**config.mk**
```make
export PLATFORM = sky130hd
export DESIGN_NAME = dli_line_if
export DESIGN_NICKNAME = d
export VERILOG_FILES = /design/src/hdl/dli_edge_det.v /design/src/hdl/dli_line_if.v
export VERILOG_INCLUDE_DIRS = /design/src /design/src/hdl
export SDC_FILE = /design/constraint.sdc
export NUM_CORES = 1
export LEC_CHECK = 0
export BUFFER_PORTS_ARGS = -buffer_cell sky130_fd_sc_hd__buf_2
export CORE_MARGIN = 2
export CORE_UTILIZATION = 35
export DETAILED_ROUTE_END_ITERATION = 8
export GPL_TIMING_DRIVEN = 0
export PLACE_DENSITY = 0.63
export SLEW_MARGIN = 20
export SYNTH_ARGS = -nofsm -noshare
export SYNTH_HDL_FRONTEND = slang
export SYNTH_SLANG_ARGS = --single-unit
```
**constraint.sdc**
```tcl
create_clock -name sys_clk -period 2.1 [get_ports sys_clk]
set_clock_uncertainty 0.05 [all_clocks]
set_input_delay 0.21 -clock sys_clk [delete_from_list [all_inputs] [get_ports sys_clk]]
set_output_delay 0.21 -clock sys_clk [all_outputs]
set_load 0.02 [all_outputs]
```
**src/hdl/dli_defines.vh**
```
// register map, field positions and constants of the line pin interface
`ifndef DLI_DEFINES_VH
`define DLI_DEFINES_VH

// ----------------------------------------------------------------
// register offsets (byte addresses)
// ----------------------------------------------------------------
`define DLI_OFS_CTRL        12'h000
`define DLI_OFS_POL         12'h004
`define DLI_OFS_STAT        12'h008
`define DLI_OFS_RXCNT       12'h00c

// ----------------------------------------------------------------
// control register fields
// ----------------------------------------------------------------
`define DLI_CTRL_MODE_LO    0
`define DLI_CTRL_MODE_HI    1
`define DLI_CTRL_MMODE      2
`define DLI_CTRL_CLEAR52    3
`define DLI_CTRL_LLB        4
`define DLI_CTRL_TXSEL_LO   8
`define DLI_CTRL_TXSEL_HI   10
`define DLI_CTRL_TXINV      11
`define DLI_CTRL_RXSEL      12
`define DLI_CTRL_RXINV      13
`define DLI_CTRL_MASK       32'h0000_3f1f
`define DLI_CTRL_RST        32'h0000_0000

// ----------------------------------------------------------------
// polarity register fields
// ----------------------------------------------------------------
`define DLI_POL_TPOS        0
`define DLI_POL_TNEG        1
`define DLI_POL_TLCLK       2
`define DLI_POL_RPOS        4
`define DLI_POL_RNEG        5
`define DLI_POL_ROHM        6
`define DLI_POL_RLCLK       7
`define DLI_POL_MASK        32'h0000_00f7
`define DLI_POL_RST         32'h0000_0000

// ----------------------------------------------------------------
// line modes
// ----------------------------------------------------------------
`define DLI_MODE_B3ZS       2'h0
`define DLI_MODE_HDB3       2'h1
`define DLI_MODE_AMI        2'h2
`define DLI_MODE_PLAIN      2'h3

// ----------------------------------------------------------------
// reference clock choices
// ----------------------------------------------------------------
`define DLI_TXREF_TLCLK     3'h0
`define DLI_TXREF_TCLKO     3'h1
`define DLI_TXREF_TCLKI     3'h2
`define DLI_TXREF_RLCLK     3'h3
`define DLI_TXREF_RCLKO     3'h4
`define DLI_RXREF_RLCLK     1'b0
`define DLI_RXREF_RCLKO     1'b1

// ----------------------------------------------------------------
// line rates in kHz and mask delay in reference periods
// ----------------------------------------------------------------
`define DLI_RATE_DS3_KHZ    44736
`define DLI_RATE_E3_KHZ     34368
`define DLI_RATE_CLEAR52_KHZ 52000
`define DLI_MASK_DELAY      3

`endif

```
**src/hdl/dli_edge_det.v**
```verilog
// level tracker with optional two-stage synchroniser and edge pulses
`default_nettype none

module dli_edge_det #(
  parameter SYNC = 1
) (
  // clock and reset
  input  wire sys_clk,
  input  wire rst,
  // level in
  input  wire lvl_in,
  // tracked level and edges
  output wire lvl,
  output wire rise,
  output wire fall
);

  reg prev_q;

  generate
    if (SYNC != 0) begin : g_sync
      reg s1_q;
      reg s2_q;
      always @(posedge sys_clk or posedge rst) begin
        if (rst) begin
          s1_q <= 1'b0;
          s2_q <= 1'b0;
        end else begin
          s1_q <= lvl_in;
          s2_q <= s1_q;
        end
      end
      assign lvl = s2_q;
    end else begin : g_direct
      assign lvl = lvl_in;
    end
  endgenerate

  always @(posedge sys_clk or posedge rst) begin
    if (rst) begin
      prev_q <= 1'b0;
    end else begin
      prev_q <= lvl;
    end
  end

  assign rise = lvl & ~prev_q;
  assign fall = ~lvl & prev_q;

endmodule // dli_edge_det

`default_nettype wire

```
**src/hdl/dli_line_if.v**
```verilog
// line-side bit-serial pin interface of one framer port
// Operation
// - bipolar mode without mask mode drives negative rail high for negative pulse.
// - transmit outputs update on rising edge of reference, falling when inverted.
// - transmit reference is line clock, or clock out, clock in, rx clocks.
// - each transmit line output has its own polarity inversion; the tx clock out has none.
// - mask output is mask input delayed three periods, rx mask in loopback.
// - high mask marks transmit bit invalid, low marks it valid.
// - receive line clock is rx reference and selectable for transmit too.
// - line rate 44.736, 34.368 or 52 MHz depending on port mode.
// - receive inputs sample on rising reference edge, falling when inverted.
// - receive reference is rx line clock, or rx clock output.
// - unipolar or mask mode carries plain rx data on positive rail.
// - each receive input and rx line clock have a polarity inversion.
// - unipolar or mask mode outputs plain tx data on positive rail.
// - high rx mask in mask mode marks overhead bits, which are ignored.
//
// Added by the designer: the register offsets and register access over APB.
`default_nettype none
`include "dli_defines.vh"

module dli_line_if (
  // clock and reset
  input  wire        sys_clk,
  input  wire        rst,
  // apb slave
  input  wire        psel,
  input  wire        penable,
  input  wire        pwrite,
  input  wire [11:0] paddr,
  input  wire [31:0] pwdata,
  output reg  [31:0] prdata,
  output reg         pready,
  output reg         pslverr,
  // framer side, transmit
  input  wire        tx_pos_in,
  input  wire        tx_neg_in,
  input  wire        tx_data_in,
  output reg         tx_bit_req,
  // framer side, receive
  output reg         rx_pos_out,
  output reg         rx_neg_out,
  output reg         rx_data_out,
  output reg         rx_data_valid,
  // line pins, transmit
  input  wire        tx_clock_in,
  input  wire        tx_oh_mask_in,
  output reg         tx_line_clock_out,
  output reg         tx_clock_out,
  output reg         tx_pos_rail_out,
  output reg         tx_neg_rail_out,
  // line pins, receive
  input  wire        rx_line_clock_in,
  input  wire        rx_pos_rail_in,
  input  wire        rx_neg_rail_in,
  output reg         rx_clock_out
);

  // ----------------------------------------------------------------
  // configuration registers
  // ----------------------------------------------------------------
  reg  [31:0] ctrl_q;
  reg  [31:0] pol_q;
  reg  [15:0] rx_cnt_q;

  wire [1:0] line_mode        = ctrl_q[`DLI_CTRL_MODE_HI:`DLI_CTRL_MODE_LO];
  wire       overhead_mask_mode = ctrl_q[`DLI_CTRL_MMODE];
  wire       clear_channel_52_mode = ctrl_q[`DLI_CTRL_CLEAR52];
  wire       loopback         = ctrl_q[`DLI_CTRL_LLB];
  wire [2:0] tx_ref_sel       = ctrl_q[`DLI_CTRL_TXSEL_HI:`DLI_CTRL_TXSEL_LO];
  wire       tx_ref_inv       = ctrl_q[`DLI_CTRL_TXINV];
  wire       rx_ref_sel       = ctrl_q[`DLI_CTRL_RXSEL];
  wire       rx_ref_inv       = ctrl_q[`DLI_CTRL_RXINV];
  wire       single_rail_unipolar_mode = (line_mode == `DLI_MODE_PLAIN);
  // plain data on the positive rail
  wire       plain_data       = single_rail_unipolar_mode | overhead_mask_mode;

  // ----------------------------------------------------------------
  // apb slave, zero wait state, answer in first access cycle
  // ----------------------------------------------------------------
  wire setup_ph = psel & ~penable;
  wire done_ph  = psel & penable & pready;
  wire hit_ctrl = (paddr == `DLI_OFS_CTRL);
  wire hit_pol  = (paddr == `DLI_OFS_POL);
  wire hit_stat = (paddr == `DLI_OFS_STAT);
  wire hit_cnt  = (paddr == `DLI_OFS_RXCNT);
  wire hit_any  = hit_ctrl | hit_pol | hit_stat | hit_cnt;
  wire [31:0] stat_w;
  reg  [31:0] rd_mux;

  always @* begin
    rd_mux = 32'h0000_0000;
    if (hit_ctrl) begin
      rd_mux = ctrl_q;
    end else if (hit_pol) begin
      rd_mux = pol_q;
    end else if (hit_stat) begin
      rd_mux = stat_w;
    end else if (hit_cnt) begin
      rd_mux = {16'h0000, rx_cnt_q};
    end
  end

  always @(posedge sys_clk or posedge rst) begin
    if (rst) begin
      pready  <= 1'b0;
      pslverr <= 1'b0;
      prdata  <= 32'h0000_0000;
    end else if (setup_ph) begin
      pready  <= 1'b1;
      pslverr <= ~hit_any;
      prdata  <= pwrite ? 32'h0000_0000 : rd_mux;
    end else if (done_ph) begin
      pready  <= 1'b0;
      pslverr <= 1'b0;
      prdata  <= 32'h0000_0000;
    end
  end

  // software-held port configuration
  always @(posedge sys_clk or posedge rst) begin
    if (rst) begin
      ctrl_q <= `DLI_CTRL_RST;
      pol_q  <= `DLI_POL_RST;
    end else if (done_ph & pwrite) begin
      if (hit_ctrl) begin
        ctrl_q <= pwdata & `DLI_CTRL_MASK;
      end
      if (hit_pol) begin
        pol_q <= pwdata & `DLI_POL_MASK;
      end
    end
  end

  // ----------------------------------------------------------------
  // clock pins: synchronise the two input pins and find edges
  // ----------------------------------------------------------------
  wire tci_lvl;
  wire tci_rise;
  wire tci_fall;
  wire rlc_lvl;
  wire rlc_rise;
  wire rlc_fall;
  wire tlc_rise;
  wire tlc_fall;
  wire tco_rise;
  wire tco_fall;
  wire rco_rise;
  wire rco_fall;

  dli_edge_det #(.SYNC(1)) u_tci (
    .sys_clk (sys_clk),
    .rst     (rst),
    .lvl_in  (tx_clock_in),
    .lvl     (tci_lvl),
    .rise    (tci_rise),
    .fall    (tci_fall)
  );

  dli_edge_det #(.SYNC(1)) u_rlc (
    .sys_clk (sys_clk),
    .rst     (rst),
    .lvl_in  (rx_line_clock_in),
    .lvl     (rlc_lvl),
    .rise    (rlc_rise),
    .fall    (rlc_fall)
  );

  dli_edge_det #(.SYNC(0)) u_tlc (
    .sys_clk (sys_clk),
    .rst     (rst),
    .lvl_in  (tx_line_clock_out),
    .lvl     (),
    .rise    (tlc_rise),
    .fall    (tlc_fall)
  );

  dli_edge_det #(.SYNC(0)) u_tco (
    .sys_clk (sys_clk),
    .rst     (rst),
    .lvl_in  (tx_clock_out),
    .lvl     (),
    .rise    (tco_rise),
    .fall    (tco_fall)
  );

  dli_edge_det #(.SYNC(0)) u_rco (
    .sys_clk (sys_clk),
    .rst     (rst),
    .lvl_in  (rx_clock_out),
    .lvl     (),
    .rise    (rco_rise),
    .fall    (rco_fall)
  );

  // rx line clock after its own polarity inversion
  wire rlc_pos = pol_q[`DLI_POL_RLCLK] ? rlc_fall : rlc_rise;
  wire rlc_neg = pol_q[`DLI_POL_RLCLK] ? rlc_rise : rlc_fall;

  // clock outputs follow the clock pins
  always @(posedge sys_clk or posedge rst) begin
    if (rst) begin
      tx_line_clock_out <= 1'b0;
      tx_clock_out      <= 1'b0;
      rx_clock_out      <= 1'b0;
    end else begin
      tx_line_clock_out <= tci_lvl ^ pol_q[`DLI_POL_TLCLK];
      tx_clock_out      <= tci_lvl;
      rx_clock_out      <= rlc_lvl ^ pol_q[`DLI_POL_RLCLK];
    end
  end

  // ----------------------------------------------------------------
  // reference edge selection
  // ----------------------------------------------------------------
  reg tx_tick;
  reg rx_tick;

  always @* begin
    case (tx_ref_sel)
      `DLI_TXREF_TLCLK: tx_tick = tx_ref_inv ? tlc_fall : tlc_rise;
      `DLI_TXREF_TCLKO: tx_tick = tx_ref_inv ? tco_fall : tco_rise;
      `DLI_TXREF_TCLKI: tx_tick = tx_ref_inv ? tci_fall : tci_rise;
      `DLI_TXREF_RLCLK: tx_tick = tx_ref_inv ? rlc_neg : rlc_pos;
      `DLI_TXREF_RCLKO: tx_tick = tx_ref_inv ? rco_fall : rco_rise;
      default:          tx_tick = tx_ref_inv ? tlc_fall : tlc_rise;
    endcase
  end

  always @* begin
    case (rx_ref_sel)
      `DLI_RXREF_RLCLK: rx_tick = rx_ref_inv ? rlc_neg : rlc_pos;
      `DLI_RXREF_RCLKO: rx_tick = rx_ref_inv ? rco_fall : rco_rise;
      default:          rx_tick = 1'b0;
    endcase
  end

  // ----------------------------------------------------------------
  // data pins: two flops to match the clock path
  // ----------------------------------------------------------------
  reg [3:0] pin_s1_q;
  reg [3:0] pin_s2_q;

  always @(posedge sys_clk or posedge rst) begin
    if (rst) begin
      pin_s1_q <= 4'h0;
      pin_s2_q <= 4'h0;
    end else begin
      pin_s1_q <= {tx_oh_mask_in, rx_neg_rail_in, rx_neg_rail_in, rx_pos_rail_in};
      pin_s2_q <= pin_s1_q;
    end
  end

  // the negative rail pin doubles as the rx mask in mask mode
  wire rx_pos_pin  = pin_s2_q[0] ^ pol_q[`DLI_POL_RPOS];
  wire rx_neg_pin  = pin_s2_q[1] ^ pol_q[`DLI_POL_RNEG];
  wire rx_mask_pin = pin_s2_q[2] ^ pol_q[`DLI_POL_ROHM];
  wire tx_mask_pin = pin_s2_q[3];

  // ----------------------------------------------------------------
  // receive sampling
  // ----------------------------------------------------------------
  reg rx_mask_q;

  always @(posedge sys_clk or posedge rst) begin
    if (rst) begin
      rx_pos_out    <= 1'b0;
      rx_neg_out    <= 1'b0;
      rx_data_out   <= 1'b0;
      rx_data_valid <= 1'b0;
      rx_mask_q     <= 1'b0;
      rx_cnt_q      <= 16'h0000;
    end else begin
      rx_data_valid <= 1'b0;
      if (rx_tick) begin
        rx_cnt_q <= rx_cnt_q + 16'h0001;
        if (plain_data) begin
          rx_data_out <= rx_pos_pin;
          rx_pos_out  <= 1'b0;
          rx_neg_out  <= 1'b0;
        end else begin
          rx_pos_out  <= rx_pos_pin;
          rx_neg_out  <= rx_neg_pin;
          rx_data_out <= 1'b0;
        end
        rx_mask_q     <= overhead_mask_mode & rx_mask_pin;
        // overhead bits are dropped
        rx_data_valid <= ~(overhead_mask_mode & rx_mask_pin);
      end
    end
  end

  // ----------------------------------------------------------------
  // transmit mask delay line and outputs
  // ----------------------------------------------------------------
  reg [`DLI_MASK_DELAY-1:0] mask_dly_q;
  wire mask_src = loopback ? rx_mask_pin : tx_mask_pin;

  always @(posedge sys_clk or posedge rst) begin
    if (rst) begin
      mask_dly_q <= {`DLI_MASK_DELAY{1'b0}};
    end else if (tx_tick) begin
      mask_dly_q <= {mask_dly_q[`DLI_MASK_DELAY-2:0], mask_src};
    end
  end

  always @(posedge sys_clk or posedge rst) begin
    if (rst) begin
      tx_pos_rail_out <= 1'b0;
      tx_neg_rail_out <= 1'b0;
      tx_bit_req      <= 1'b0;
    end else begin
      tx_bit_req <= tx_tick;
      if (tx_tick) begin
        if (plain_data) begin
          tx_pos_rail_out <= tx_data_in ^ pol_q[`DLI_POL_TPOS];
        end else begin
          tx_pos_rail_out <= tx_pos_in ^ pol_q[`DLI_POL_TPOS];
        end
        if (overhead_mask_mode) begin
          // high marks the data bit as overwritable
          tx_neg_rail_out <= mask_dly_q[`DLI_MASK_DELAY-1] ^ pol_q[`DLI_POL_TNEG];
        end else if (single_rail_unipolar_mode) begin
          tx_neg_rail_out <= pol_q[`DLI_POL_TNEG];
        end else begin
          tx_neg_rail_out <= tx_neg_in ^ pol_q[`DLI_POL_TNEG];
        end
      end
    end
  end

  // ----------------------------------------------------------------
  // status: live pin levels and port state
  // ----------------------------------------------------------------
  assign stat_w = {20'h00000, clear_channel_52_mode, mask_dly_q, rx_mask_q,
                   plain_data, rlc_lvl, tci_lvl, rx_neg_pin, rx_pos_pin, tx_mask_pin,
                   1'b0};

endmodule // dli_line_if

`default_nettype wire

```
==> results by group, run 1 <==
Logic synthesis
  – Number of synthesized flops with an enable pin: 0
  – Sequential fraction of the synthesis area: 54.8%
  – Syn Std Cell Area: 3650 um2
  – Synth Area in Compound Gates: 9.86%
  – Simple-gate portion of the synthesized area: 13.3%
  – Largest area contributor in the netlist: dfrtp_1
  – Mux contribution to synthesized area: 10.6%
  – Library cells used by synthesis: 46
  – Synth Area in Adders: 0.342%
  – Syn Inst Count: 327
  – FF+latch count, synth: 80
  – Leading post-synthesis cells by cell area: dfrtp_1 55%, mux2_2 7.4%, xor2_1 3.8%
  – Top cell type's share of synthesized area: 54.8%
  – Mean post-synth cell area: 11.2 um2
  – Async SR Flop Fraction: 100%
  – Largest family of logic cells by synthesized area: simple AND/OR/NAND/NOR gates
  – Yosys warning total: 0
  – Xor/xnor cell area share of the yosys netlist: 5.27%
  – Post-synth top flop: dfrtp_1

Critical path
  – CP arrival: 2.30 ns
  – Worst R2R Start: u_rlc.lvl$_DFF_PP0_
  – Crit path from: u_rlc.lvl$_DFF_PP0_
  – CP Max Fanout: 10
  – Worst reg-to-reg path cell count: 6
  – Worst setup EP type: flop
  – Crit path launch type: flop
  – Critical path class: flop to flop
  – CP required: 2.32 ns

Layout
  – Most frequent cells in the layout: 78 x dfrtp_1, 67 x buf_2, 28 x nand2_1
  – # diodes: 0
  – Share of cells above drive strength 1: 34.1%
  – Final core utilization: 45.0%
  – Layout Cells excl Fill: 570
  – Fillers: 984
  – Most common cell after layout, fill and taps aside: dfrtp_1
  – Final net count: 488
  – Area Overhead vs Synth: 25.9%

Timing
  – Setup Viol. Count Final: 0
  – Slew @ Worst Pin: 0.626 ns
  – Pins Over Slew Limit: 0
  – WHS: 0.0182 ns
  – Period utilization: 98.8%
  – Slew margin rel.: 58.2%
  – Fmax: 482 MHz
  – Tmin final: 2.07 ns
  – RSZ-0062 raised after global routing: yes
  – Final Hold Vio Count: 0

Power
  – Worst ir drop on vdd: 0.000467 V
  – Pwr Total: 3.19 mW
  – Pwr Density: 694 nW/um2
  – Leak pwr: 2.26 nW

Route
  – Vias/cell: 4.95
  – DRC: 0
  – Post-Route WL: 8710 um
  – Detail Route Antenna Nets: 0
  – Via Count: 2,822
  – DRT iter0 DRCs: 167
  – DR WL/cell: 15.3 um
  – Drt first pass iters: 4

Die
  – Die Wd: 106 um
  – # IOs: 101
  – Initial core utilization: 35.7%
  – Die H: 106 um
  – Die Area: 11,300 um2
  – Row count: 37
  – Core area: 10,200 um2

Clock tree
  – H-Tree Depth: 3
  – Clk Tree Root Cell: clkbuf_8
  – Clock Latency Late Sink: 0.35 ns
  – Total CTS buffers: 9
  – Max Root-Sink Buffers: 2
  – Clock Pin Slew Worst Setup and Hold Paths: 0.08 ns
  – CTS tree: built
  – CTS sink cnt: 80

Global routing
  – Number of global-route vias before repair: 2,818
  – Antenna violations before repair: 0
  – Total gr overflow: 0
  – First-pass GRT wire length: 14,400 um
  – GRT Resource Usage Total: 16.4%
  – Largest net degree at the start of global routing: 31

Placement
  – Placed cells: 545
  – Dpl hpwl: 6350 um
  – IO buf count: 65
  – Placer congestion estimate: 0.850

Min path
  – Worst hold path class: input pin to flop
  – Hold path depth: 3
  – Worst hold path startpoint: pwdata[8]

Run status
  – Status: finished clean

Run
  – Max Cap Viol: 0
routing by layer:
| metal | wire length [um] | vias to the layer above | GRT usage, % | part of all wire [%] |
|---|---|---|---|---|
| met5 | 0 | - | 0 | 0 |
| met4 | 153 | 0 | 5.73 | 1.8 |
| met3 | 529 | 11 | 3.92 | 6.1 |
| met2 | 4000 | 95 | 24.9 | 46 |
| met1 | 4030 | 1384 | 23.2 | 46 |
| li1 | - | 1332 | - | - |
Yosys cell counts, types with 3 or more instances:
cell      instances
a22oi_1           3
nor3b_1           4
buf_4            16
mux2_2           24
o31ai_1           4
o21ai_0          13
mux2i_1           5
nand3_1           8
and3b_1           3
a22o_1            4
dfrtp_1          80
clkbuf_1         11
xor2_1           16
mux4_2            3
nor4_1           11
o41ai_1           3
xnor2_1           6
nand4_1           4
a21oi_1          18
nand2_1          28
inv_1             8
nor3_1            5
nor2_1           25
area by class of cell:
class	count	area (um2)	share of cell area, %
Sequential cell	80	2000	43.6
Multi-Input combinational cell	225	1580	34.3
Timing Repair Buffer	78	469	10.2
Buffer	28	180	3.92
Tap cell	136	170	3.70
Clock buffer	11	131	2.86
Inverter	8	33.8	0.734
Clock inverter	4	31.3	0.680
critical path: stages (launching register included):
cell,delay (ns)
dfrtp_2,0.44
and3b_1,0.23
nor2_1,0.07
mux4_2,0.59
buf_8,0.20
nor4_2,0.24
xor2_1,0.18
power breakdown:
| group | total, mW | internal, mW | switching (mW) |
|---|---|---|---|
| clock network | 0.980 | 0.427 | 0.552 |
| logic | 0.466 | 0.200 | 0.266 |
| registers | 1.75 | 1.64 | 0.107 |
| total | 3.19 | 2.27 | 0.925 |
worst paths after layout:
path / end / slack [ns]
min reg2reg: pin_s2_q[2]$_DFF_PP0_ / 0.30
min: ctrl_q[8]$_DFFE_PP0P_ / 0.02
max reg2reg: rx_cnt_q[13]$_DFFE_PP0N_ / 0.03
max: rx_cnt_q[13]$_DFFE_PP0N_ / 0.03
min in group asynchronous: ctrl_q[8]$_DFFE_PP0P_ / 0.42
max in group asynchronous: prdata[6]$_DFFE_PP0P_ / 1.04
flip-flops by register name, indices dropped and copies added (netlist names), 3 cells and up:
name        count
prdata         16
ctrl_q         11
pin_s2_q        3
pin_s1_q        3
mask_dly_q      3
pol_q           7
rx_cnt_q       16
logic make-up (layout without fill, tap and decap cells):
group,after synthesis,in the layout
flip-flops,80,80
XOR/XNOR,22,22
AO/OA/AOI/OAI,57,57
multiplexers,32,32
adder cells (fa/ha/maj),1,1
buffers and inverters,37,129
other,1,16
AND/OR/NAND/NOR,97,97
metrics by stage:
step | setup WS (ns) | setup TNS, ns | area, um2
3_5_place_dp | -0.430 | -8.76 | 4250
6_report | 0.0255 | 0 | 4600
2_1_floorplan | 0.0994 | 0 | 3710
4_1_cts | 0.000782 | 0 | 4540
3_3_place_gp | -0.383 | -7.75 | 4210
5_1_grt | -0.0386 | -0.241 | 4600
timing repair:
item,4_1_cts,5_1_grt
hold buffers,7,0
pin swaps,1,1
gates resized for setup,9,14
endpoints found under the setup margin,23,38
buffers inserted,2,2
hold endpoints to repair,29,0
(Power assumes the default switching activity.)
==> run 2, diff against run 1 <==
--- a/config.mk
+++ b/config.mk
@@ -11,7 +11,7 @@
 export CORE_UTILIZATION = 35
 export DETAILED_ROUTE_END_ITERATION = 8
 export GPL_TIMING_DRIVEN = 0
-export PLACE_DENSITY = 0.63
+export PLACE_DENSITY = 0.61
 export SLEW_MARGIN = 20
 export SYNTH_ARGS = -nofsm -noshare
 export SYNTH_HDL_FRONTEND = slang
==> constraint.sdc (replaced) <==
create_clock -name sys_clk -period 2.3 [get_ports sys_clk]
set_clock_uncertainty 0.05 [all_clocks]
set_input_delay 0.23 -clock sys_clk [delete_from_list [all_inputs] [get_ports sys_clk]]
set_output_delay 0.23 -clock sys_clk [all_outputs]
set_load 0.02 [all_outputs]
==> results by group, run 2 (synthesis gave the netlist of run 1 again) <==
Power
  – Leak pwr: 2.24 nW
  – Pwr Total: 2.96 mW
  – Worst ir drop on vdd: 0.000409 V
  – Pwr Density: 650 nW/um2

Route
  – DRT iter0 DRCs: 156
  – DRC: 0
  – DR WL/cell: 15.2 um
  – Via Count: 2,784
  – Drt first pass iters: 4
  – Detail Route Antenna Nets: 0
  – Vias/cell: 4.89
  – Post-Route WL: 8660 um

Timing
  – Fmax: 462 MHz
  – Final worst slack: 0.136 ns
  – Post-Route Setup TNS: 0 ns
  – WHS: 0.0273 ns
  – Final Hold Vio Count: 0
  – Slew margin rel.: 47.9%
  – Pins Over Slew Limit: 0
  – RSZ-0062 raised after global routing: no
  – Tmin final: 2.16 ns
  – Slew @ Worst Pin: 0.777 ns
  – Setup Viol. Count Final: 0
  – Period utilization: 94.1%

Min path
  – Worst hold path class: input pin to flop
  – Worst hold path startpoint: penable

Die
  – Die Area: 11,300 um2
  – Core area: 10,200 um2
  – # IOs: 101
  – Die H: 106 um
  – Initial core utilization: 35.7%
  – Die Wd: 106 um
  – Row count: 37

Clock tree
  – Clk Tree Root Cell: clkbuf_8
  – H-Tree Depth: 3
  – CTS tree: built
  – Clock Pin Slew Worst Setup and Hold Paths: 0.08 ns
  – CTS sink cnt: 80
  – Max Root-Sink Buffers: 2
  – Total CTS buffers: 9
  – Clock Latency Late Sink: 0.36 ns

Critical path
  – Slowest CP cell: mux4_2
  – CP arrival: 2.39 ns
  – Critical path class: flop to flop
  – CP required: 2.53 ns
  – Worst R2R Start: pol_q[7]$_DFFE_PP0P_
  – Crit path from: pol_q[7]$_DFFE_PP0P_
  – CP peak stage delay: 0.59 ns
  – Worst-path cell chain: nor3b_2, nor2_1, mux4_2, buf_6, nor4_1, xor2_1
  – Worst setup EP type: flop
  – CP Max Fanout: 10
  – Crit path launch type: flop

Layout
  – Most frequent cells in the layout: 78 x dfrtp_1, 66 x buf_2, 28 x nand2_1
  – Most common cell after layout, fill and taps aside: dfrtp_1
  – Share of cells above drive strength 1: 31.9%
  – Final net count: 486
  – Fillers: 996
  – # diodes: 0
  – Area Overhead vs Synth: 24.6%
  – Top Registers: prdata: 16 flops, rx_cnt_q: 16 flops, ctrl_q: 11 flops

Global routing
  – Antenna violations before repair: 0
  – Largest net degree at the start of global routing: 33
  – GRT Resource Usage Total: 16.6%
  – Total gr overflow: 0
  – Number of global-route vias before repair: 2,843
  – First-pass GRT wire length: 14,400 um

Placement
  – Dpl hpwl: 6470 um
  – Placer congestion estimate: 0.883
  – IO buf count: 65
  – Pre-CTS setup slack: -0.194 ns

Run status
  – Status: finished clean

Run
  – Max Cap Viol: 0
## run 2: changes by cell type in the layout (fill, tap and decap cells not counted), moves of 2 or more
cell,previous run,this run
clkinv_4,0,2
nor4_1,7,10
nor3_2,2,0
nor4_2,3,1
nor3_1,3,5
buf_4,19,17
## run 2: area by class of cell
| cell class | count | area, um2 | share of cell area [%] |
|---|---|---|---|
| plain buffers | 29 | 178 | 3.90 |
| clock buffers | 10 | 138 | 3.02 |
| clock inverters | 6 | 45.0 | 0.989 |
| inverters | 8 | 33.8 | 0.742 |
| multi-input cells | 225 | 1520 | 33.5 |
| flip-flops and latches | 80 | 2000 | 44.0 |
| well taps | 136 | 170 | 3.74 |
| repair buffers | 75 | 460 | 10.1 |
## run 2: timing repair
item,in CTS,in global routing
buffers inserted,0,1
resized for setup,1,5
hold buffers,6,0
hold endpoints to repair,34,0
pin swaps,0,1
setup endpoints to repair,5,18
## run 2: critical path, delay by kind of cell (launching register included)
family,cells,cell delay (ns)
buf+inv,1,0.19
xor+xnor,1,0.18
simple gates,3,0.60
flops,1,0.47
mux,1,0.59
## run 2: routing by layer
layer / GRT usage [%] / vias up / routed length (um)
met5: 0 / - / 0
met4: 5.92 / 0 / 180
met3: 4.29 / 13 / 517
met2: 25.1 / 101 / 3850
met1: 23.2 / 1333 / 4110
li1: - / 1337 / -
## run 2: stage by stage
step / utilization, % / std cells / instance area (um2)
6_report: 44.5 / 569 / 4550
5_1_grt: 44.5 / 569 / 4550
4_1_cts: 44.2 / 568 / 4530
3_5_place_dp: 41.8 / 546 / 4280
3_3_place_gp: 41.1 / 543 / 4210
2_1_floorplan: - / 342 / 3710
## run 2: final timing paths
kind	to	slack, ns	cells past startpoint
min reg2reg	pin_s2_q[0]$_DFF_PP0_	0.30	0
min in group asynchronous	ctrl_q[10]$_DFFE_PP0P_	0.25	3
min	pready$_DFFE_PP0P_	0.03	2
max	rx_cnt_q[13]$_DFFE_PP0N_	0.14	6
max reg2reg	rx_cnt_q[13]$_DFFE_PP0N_	0.14	6
max in group asynchronous	prdata[6]$_DFFE_PP0P_	1.36	5
## run 2: report_power, final
| part | total [mW] | internal (mW) | switching, mW |
|---|---|---|---|
| logic | 0.411 | 0.181 | 0.230 |
| clock network | 0.950 | 0.422 | 0.527 |
| registers | 1.60 | 1.50 | 0.103 |
| total | 2.96 | 2.10 | 0.860 |
